[src/hdl/sysref_sync_regs.vh]
`ifndef SYSREF_SYNC_REGS_VH
`define SYSREF_SYNC_REGS_VH
// register offsets
`define OFS_CHIP_SYNC 12'h1ff
`define OFS_SR_CTRL 12'h120
`define OFS_SR_WIN 12'h122
`define OFS_SR_TSDLY 12'h123
`define OFS_SR_MON 12'h128
`define OFS_CB_FN01 12'h559
`define OFS_CB_FN2 12'h55a
`define OFS_CS_CNT 12'h58f
// field positions
`define POS_SYNC_MODE 0
`define POS_MODE_LO 1
`define POS_MODE_HI 2
`define POS_CLK_EDGE 3
`define POS_TRANS 4
`define POS_CS_LO 6
`define POS_CS_HI 7
// reset values
`define RST_CHIP_SYNC 8'h00
`define RST_SR_CTRL 8'h00
`define RST_SR_WIN 8'h00
`define RST_SR_TSDLY 8'h00
`define RST_CB_FN 8'h00
`define RST_CS_CNT 8'h00
// encodings and counts
`define MODE_OFF 2'h0
`define MODE_CONT 2'h1
`define MODE_NSHOT 2'h2
`define FN_SYSREF 3'h5
`define MON_SAT 4'h8
`endif

[src/hdl/sysref_capture.v]
`timescale 1ns/1ps
`include "sysref_sync_regs.vh"
module sysref_capture (
    // clock and reset
    input wire clk,
    input wire arst_n,
    // reference pin
    input wire sysref_in,
    // register port
    input wire reg_wr,
    input wire reg_rd,
    input wire [11:0] reg_addr,
    input wire [7:0] reg_wdata,
    output reg [7:0] reg_rdata,
    // configuration from the rest of the chip
    input wire [3:0] ignore_count,
    input wire [1:0] clk_div_sel,
    input wire [7:0] lmfc_period_m1,
    input wire decim_on,
    // results
    output reg realign,
    output reg resync_req,
    output reg [2:0] ctrl_bits,
    output reg sysref_captured,
    output reg [2:0] div_phase,
    output reg [7:0] lmfc_phase
);

    // selector match decode, used for each control bit
    function fn_is_ts;
        input [2:0] sel;
        begin
            fn_is_ts = (sel == `FN_SYSREF);
        end
    endfunction

    reg rst_s1_ff, rst_s2_ff;
    wire rst_n;
    reg sr_s1_ff, sr_s2_ff, sr_prev_ff;
    reg [7:0] chip_sync_ff, sr_ctrl_ff, sr_win_ff, sr_tsdly_ff;
    reg [7:0] cb_fn01_ff, cb_fn2_ff, cs_cnt_ff;
    reg [3:0] setup_stat_ff, hold_stat_ff;
    reg [3:0] pre_run_ff, post_run_ff;
    reg post_act_ff, ev_d_ff;
    reg [4:0] ign_ff;
    reg [7:0] ts_cnt_ff;
    reg ts_busy_ff;
    wire [1:0] mode;
    wire rise_ev, fall_ev, raw_ev, ev;
    wire ts_mode;
    wire in_win;
    wire act;
    wire [2:0] div_max;
    wire [8:0] win_lo;
    wire [7:0] nxt_lmfc_phase;
    reg ts_mark;

    // reset release through two flops
    always @(posedge clk or negedge arst_n) begin
        if (!arst_n) begin
            rst_s1_ff <= 1'b0;
            rst_s2_ff <= 1'b0;
        end else begin
            rst_s1_ff <= 1'b1;
            rst_s2_ff <= rst_s1_ff;
        end
    end
    assign rst_n = rst_s2_ff;

    // pin synchroniser; prev copy taken from the second stage only
    always @(posedge clk or negedge rst_n) begin
        if (!rst_n) begin
            sr_s1_ff <= 1'b0;
            sr_s2_ff <= 1'b0;
            sr_prev_ff <= 1'b0;
        end else begin
            sr_s1_ff <= sysref_in;
            sr_s2_ff <= sr_s1_ff;
            sr_prev_ff <= sr_s2_ff;
        end
    end

    assign mode = sr_ctrl_ff[`POS_MODE_HI:`POS_MODE_LO];
    assign ts_mode = chip_sync_ff[`POS_SYNC_MODE];
    // transition qualified on the clock
    assign rise_ev = sr_s2_ff & ~sr_prev_ff;
    assign fall_ev = ~sr_s2_ff & sr_prev_ff;
    assign raw_ev = sr_ctrl_ff[`POS_TRANS] ? fall_ev : rise_ev;
    // alternate capture edge modelled as the event registered one clock cycle later
    assign ev = sr_ctrl_ff[`POS_CLK_EDGE] ? ev_d_ff : raw_ev;

    // skew window around multiframe phase 0
    assign win_lo = {1'b0, lmfc_period_m1} + 9'h001
        - {7'h00, sr_win_ff[3:2]};
    // phase the multiframe counter reaches at the capture edge; judging
    // that value keeps a realigned counter and a periodic reference on the
    // same count, so an aligned reference never forces a resync
    assign nxt_lmfc_phase = (lmfc_phase >= lmfc_period_m1) ? 8'h00
        : lmfc_phase + 8'h01;
    assign in_win = (nxt_lmfc_phase == 8'h00)
        || (nxt_lmfc_phase <= {6'h00, sr_win_ff[1:0]})
        || ({1'b0, nxt_lmfc_phase} >= win_lo);

    // qualifying event in the armed mode
    assign act = ev && ((mode == `MODE_CONT)
        || (mode == `MODE_NSHOT && ign_ff == 5'h00));

    // divide ratio 1, 2, 4 or 8
    assign div_max = (clk_div_sel == 2'h0) ? 3'h0 :
                     (clk_div_sel == 2'h1) ? 3'h1 :
                     (clk_div_sel == 2'h2) ? 3'h3 : 3'h7;

    // register writes; a software write wins over the self clear
    always @(posedge clk or negedge rst_n) begin
        if (!rst_n) begin
            chip_sync_ff <= `RST_CHIP_SYNC;
            sr_ctrl_ff <= `RST_SR_CTRL;
            sr_win_ff <= `RST_SR_WIN;
            sr_tsdly_ff <= `RST_SR_TSDLY;
            cb_fn01_ff <= `RST_CB_FN;
            cb_fn2_ff <= `RST_CB_FN;
            cs_cnt_ff <= `RST_CS_CNT;
        end else if (reg_wr) begin
            case (reg_addr)
                `OFS_CHIP_SYNC: chip_sync_ff <= {7'h00, reg_wdata[0]};
                `OFS_SR_CTRL: sr_ctrl_ff <= {3'h0, reg_wdata[4:1], 1'b0};
                `OFS_SR_WIN: sr_win_ff <= {4'h0, reg_wdata[3:0]};
                `OFS_SR_TSDLY: sr_tsdly_ff <= reg_wdata;
                `OFS_CB_FN01: cb_fn01_ff <= {1'b0, reg_wdata[6:4], 1'b0,
                    reg_wdata[2:0]};
                `OFS_CB_FN2: cb_fn2_ff <= {5'h00, reg_wdata[2:0]};
                `OFS_CS_CNT: cs_cnt_ff <= {reg_wdata[7:6], 6'h00};
                default: ;
            endcase
        end else if (act && mode == `MODE_NSHOT) begin
            sr_ctrl_ff[`POS_MODE_HI:`POS_MODE_LO] <= `MODE_OFF;
        end
    end

    // ignore counter armed by each nonzero mode write
    always @(posedge clk or negedge rst_n) begin
        if (!rst_n) begin
            ign_ff <= 5'h00;
            ev_d_ff <= 1'b0;
        end else begin
            ev_d_ff <= raw_ev;
            if (reg_wr && reg_addr == `OFS_SR_CTRL
                && reg_wdata[2:1] != `MODE_OFF)
                ign_ff <= {1'b0, ignore_count};
            else if (ev && mode == `MODE_NSHOT && ign_ff != 5'h00)
                ign_ff <= ign_ff - 5'h01;
        end
    end

    // realignment decision and divider / multiframe counters
    always @(posedge clk or negedge rst_n) begin
        if (!rst_n) begin
            realign <= 1'b0;
            resync_req <= 1'b0;
            div_phase <= 3'h0;
            lmfc_phase <= 8'h00;
        end else begin
            realign <= 1'b0;
            resync_req <= 1'b0;
            if (act && !ts_mode && (mode == `MODE_NSHOT || !in_win)) begin
                realign <= 1'b1;
                resync_req <= (mode == `MODE_CONT);
                div_phase <= 3'h0;
                lmfc_phase <= 8'h00;
            end else begin
                div_phase <= (div_phase >= div_max) ? 3'h0
                    : div_phase + 3'h1;
                lmfc_phase <= nxt_lmfc_phase;
            end
        end
    end

    // timestamp delay: count down then mark one sample
    always @(posedge clk or negedge rst_n) begin
        if (!rst_n) begin
            ts_busy_ff <= 1'b0;
            ts_cnt_ff <= 8'h00;
        end else if (act && ts_mode) begin
            ts_busy_ff <= (sr_tsdly_ff != 8'h00);
            ts_cnt_ff <= sr_tsdly_ff;
        end else if (ts_busy_ff) begin
            ts_cnt_ff <= ts_cnt_ff - 8'h01;
            if (ts_cnt_ff == 8'h01)
                ts_busy_ff <= 1'b0;
        end
    end

    // the marked sample: immediate when no delay, else at count end
    always @* begin
        ts_mark = (act && ts_mode && sr_tsdly_ff == 8'h00)
            || (ts_busy_ff && ts_cnt_ff == 8'h01);
    end

    // control bit routing, allocated from bit 2 downward
    genvar gi;
    generate
        for (gi = 0; gi < 3; gi = gi + 1) begin : g_cb
            wire [2:0] sel;
            wire used;
            // lowest control-bit count that enables this bit
            localparam [2:0] need = 3 - gi;
            if (gi == 2) begin : g_b2
                assign sel = cb_fn2_ff[2:0];
            end else begin : g_b01
                assign sel = cb_fn01_ff[gi*4+2:gi*4];
            end
            assign used = ({1'b0, cs_cnt_ff[`POS_CS_HI:`POS_CS_LO]}
                >= need);
            always @(posedge clk or negedge rst_n) begin
                if (!rst_n)
                    ctrl_bits[gi] <= 1'b0;
                else
                    ctrl_bits[gi] <= ts_mark && used && fn_is_ts(sel)
                        && !decim_on;
            end
        end
    endgenerate

    // setup/hold detectors around the capture point
    always @(posedge clk or negedge rst_n) begin
        if (!rst_n) begin
            pre_run_ff <= 4'h0;
            post_run_ff <= 4'h0;
            post_act_ff <= 1'b0;
            setup_stat_ff <= 4'h0;
            hold_stat_ff <= 4'h0;
            sysref_captured <= 1'b0;
        end else begin
            // run length of the old level before the edge
            if (raw_ev)
                pre_run_ff <= 4'h0;
            else if (sr_s2_ff == sr_prev_ff && pre_run_ff != `MON_SAT)
                pre_run_ff <= pre_run_ff + 4'h1;
            if (raw_ev) begin
                setup_stat_ff <= pre_run_ff;
                post_act_ff <= 1'b1;
                post_run_ff <= 4'h0;
                sysref_captured <= 1'b1;
            end else if (post_act_ff) begin
                if (sr_s2_ff != sr_prev_ff) begin
                    post_act_ff <= 1'b0;
                    hold_stat_ff <= 4'h0 - post_run_ff;
                end else if (post_run_ff == 4'h7) begin
                    post_act_ff <= 1'b0;
                    hold_stat_ff <= `MON_SAT;
                end else begin
                    post_run_ff <= post_run_ff + 4'h1;
                end
            end
        end
    end

    // register reads; unmapped offsets return zero
    always @(posedge clk or negedge rst_n) begin
        if (!rst_n) begin
            reg_rdata <= 8'h00;
        end else if (reg_rd) begin
            case (reg_addr)
                `OFS_CHIP_SYNC: reg_rdata <= chip_sync_ff;
                `OFS_SR_CTRL: reg_rdata <= sr_ctrl_ff;
                `OFS_SR_WIN: reg_rdata <= sr_win_ff;
                `OFS_SR_TSDLY: reg_rdata <= sr_tsdly_ff;
                `OFS_SR_MON: reg_rdata <= {hold_stat_ff, setup_stat_ff};
                `OFS_CB_FN01: reg_rdata <= cb_fn01_ff;
                `OFS_CB_FN2: reg_rdata <= cb_fn2_ff;
                `OFS_CS_CNT: reg_rdata <= cs_cnt_ff;
                default: reg_rdata <= 8'h00;
            endcase
        end
    end

endmodule // sysref_capture

[config.mk]
export PLATFORM = sky130hd
export DESIGN_NAME = sysref_capture
export DESIGN_NICKNAME = d
export VERILOG_FILES = /design/src/hdl/sysref_capture.v
export VERILOG_INCLUDE_DIRS = /design/src /design/src/hdl
export SDC_FILE = /design/constraint.sdc
export NUM_CORES = 1
export LEC_CHECK = 0
export ABC_AREA = 1
export BUFFER_PORTS_ARGS = -buffer_cell sky130_fd_sc_hd__buf_2
export CORE_MARGIN = 2
export CORE_UTILIZATION = 26
export CTS_BUF_LIST = sky130_fd_sc_hd__clkbuf_4 sky130_fd_sc_hd__clkbuf_8
export CTS_CLUSTER_DIAMETER = 80
export DETAILED_ROUTE_END_ITERATION = 16
export PLACE_DENSITY = 0.54
export SYNTH_ARGS = -nofsm -noshare
export SYNTH_HDL_FRONTEND = slang
export SYNTH_SLANG_ARGS = --single-unit
[constraint.sdc]
create_clock -name clk -period 3.5 [get_ports clk]
set_input_delay 0.175 -clock clk [delete_from_list [all_inputs] [get_ports clk]]
set_output_delay 0.175 -clock clk [all_outputs]
set_load 0.01 [all_outputs]
==> results.cfg <==
[yosys]
synth-async-reset-ratio_pct = 100
synthFlopType = dfrtp_1
yosysWarnings = 0
ys_ff_latch = 90
synthesis.area_mm2 = 0.00549
syn_inst = 670
yosys-top-cells-area = dfrtp_1 (41%), nand2_1 (10%), ha_1 (9.6%), inv_1 (7.8%), o21ai_0 (4.6%)
yosysTopAreaCell = dfrtp_1
ys_types = 49
yosysMostFrequentCell = nand2_1
avgSynthCellArea_um2 = 8.20
netlist_top_cells_count = nand2_1 (150), inv_1 (114), dfrtp_1 (90), o21ai_0 (51), ha_1 (42)
ys_seq_area_share_pct = 41.0
synth_top_area_share_pct = 41.0
synth_edf_count = 0
synth_fp_nets = 753

[timing]
slew_viol_final = 0
max_freq_mhz = 315
hold_viol = 0
fin_crit_ns = 3.18
worst_pin_slew_ns = 0.826
grt_setup_unrepaired = no
fin_crit_sh_pct = 90.8
setup_ws_ns = 0.321
maxSlewHeadroom_pct = 44.9
fin_tns_setup_ns = 0
final-setup-viol-count = 0
finClkSkew_ns = 0.00971

[route]
routed_wl_mm = 13.3
drt-pass1-iter-count = 5
drtIter0Drc = 249
ant_nets = 0
wl_per_cell_um = 13.0
vias = 4522
vias_per_cell = 4.41
drc_errors = 0

[power]
total_power_mw = 3.18
power_leakage_nw = 3.27
pwr-share-seq_pct = 41.2
power.internal_mw = 1.97
switching_share_pct = 38.2
p_switching_mw = 1.21
combPwrFrac_pct = 36.2
p_clk_share_pct = 22.7
vdd_drop_max_mv = 0.207
cellPowerDensity_mw_per_mm2 = 500

[cts]
path_clk_slew_ns = 0.09
cts_made_buffers = 9
clk_latency_ns = 0.38
ctsLongestPathBuffers = 2
cts.sinks = 90
cts.htree.levels = 3
clockRootBuffer = clkbuf_8
cts_tree = yes

[placed_design]
port_buffers = 64
preCtsSetupSlack_ns = 0.280
routabilityCongestion = 0.806
dp_hpwl_mm = 10.5

[global_route]
grt_pass1_wl_mm = 22.2
grt_pass1_vias = 4391
grt_antenna_before_repair = 0
grt_usage_pct = 12.6
grt_overflow_total = 0
grt_max_degree = 63

[final_layout]
fin_util_pct = 30.5
area_delta_synth_final_pct = 16.0
antennaDiodeCount = 0
nNetsFinal = 829
drive_gt1_share_pct = 17.4
fillers = 2248

[setup_path]
crit_type = reg -> reg
worstPathArrival_ns = 3.44
cp-end-kind = register
crit_required_ns = 3.76
cp_max_fo = 12
rrSetupSlack_ns = 0.32
startpoint_type = register

[floorplanning]
ios = 65
die_h_um = 149
die_w_um = 149
dieArea_mm2 = 0.0223
rows = 53
core-area_mm2 = 0.0209
initial_core_util_pct = 26.3

[worst_hold_path]
timing.hold.worst.class = in -> reg

[job]
drv_cap = 0

[run_status]
status = completed
worst max-delay path: stages, from the launching register on:
cell	delay (ns)
dfrtp_1	0.42
ha_1	0.29
inv_1	0.04
ha_1	0.21
fa_1	0.42
a21o_1	0.18
a21oi_1	0.19
nor2_1	0.05
o21ai_0	0.14
nand2_1	0.08
xor2_1	0.15
ha_1	0.29
nand4_1	0.09
nand3_1	0.09
nand2_1	0.05
nand2_1	0.10
nand2_4	0.13
nand2_1	0.12
nor2_1	0.04
power by group through the flow:
stage / registers [mW] / logic [mW] / clock network [mW]
finish: 1.31 / 1.15 / 0.721
global route: 1.34 / 1.34 / 0.789
CTS: 1.31 / 1.16 / 0.743
detailed placement: 1.33 / 1.15 / 0
global placement: 1.33 / 1.14 / 0
floorplan: 1.34 / 0.799 / 0
metrics by stage:
step / hold WS (ns) / area [um^2] / cells
after global placement: -0.0375 / 6150 / 1008
after global routing: 0.0500 / 6370 / 1026
after floorplan: -0.121 / 5490 / 670
after detailed placement: -0.0375 / 6150 / 1008
final: 0.0443 / 6370 / 1026
after CTS: 0.0298 / 6360 / 1026
sequential cells by signal, indices dropped and copies added (netlist names), 3 cells and up:
name           cells
ctrl_bits          3
sr_tsdly_ff        8
sr_win_ff          4
ign_ff             5
pre_run_ff         4
cb_fn2_ff          3
post_run_ff        4
setup_stat_ff      4
cb_fn01_ff         6
hold_stat_ff       4
div_phase          3
reg_rdata          8
ts_cnt_ff          8
lmfc_phase         8
sr_ctrl_ff         4
final cells by class:
cell class                 count  area (um^2)  share of cell area [%]
sequential                    90         2260                    35.4
multi-input combinational    453         2730                    42.9
clock buffer                  11          139                    2.18
inverter                     118          443                    6.95
tap                          275          344                    5.40
timing repair buffer          74          400                    6.29
clock inverter                 5         55.1                   0.864
repair_timing:
action	4_1_cts	5_1_grt
gates resized for setup	0	1
buffers inserted	0	0
setup endpoints to repair	0	2
endpoints found under the hold margin	3	0
hold buffers	2	0
routing by layer:
| layer | GRT usage, % | vias to the layer above | wire length [um] |
|---|---|---|---|
| met5 | 0 | - | 0 |
| met4 | 4.00 | 0 | 279 |
| met3 | 2.84 | 17 | 499 |
| met2 | 20.5 | 76 | 6120 |
| met1 | 16.7 | 2093 | 6420 |
| li1 | - | 2336 | - |
placed cells by master (no fill, tap or decap), types with 5 or more instances in the layout:
cell / count
a21oi_1: 31
a21oi_2: 7
buf_2: 64
buf_4: 8
clkbuf_8: 9
dfrtp_1: 89
ha_1: 42
inv_1: 114
nand2_1: 150
nand3_1: 28
nand4_1: 15
nor2_1: 29
nor3_1: 12
nor4_1: 5
o21ai_0: 51
o21ai_2: 9
xor2_1: 16
worst paths after layout:
| kind | startpoint | endpoint | depth (start not counted) |
|---|---|---|---|
| max in group asynchronous | rst_n | setup_stat_ff[2] | 1 |
| worst max-delay path | sr_win_ff[3] | resync_req | 18 |
| worst max register to register | sr_win_ff[3] | resync_req | 18 |
| worst min-delay path | ignore_count[3] | ign_ff[3] | 3 |
| min in group asynchronous | arst_n | rst_n | 2 |
| worst min register to register | rst_s1_ff | rst_n | 0 |
cell families (layout without fill, tap and decap cells):
logic type               after synthesis  in the layout  share of synthesized area, %
AO/OA/AOI/OAI                        128            128                          14.2
XOR/XNOR                              19             19                          3.03
adder cells (fa/ha/maj)               43             43                          9.93
buffers and inverters                127            208                          9.32
flip-flops                            90             90                          41.0
other                                  1              1                        0.0683
AND/OR/NAND/NOR                      262            262                          22.4
Note: power is estimated with default switching activity, not from simulation.
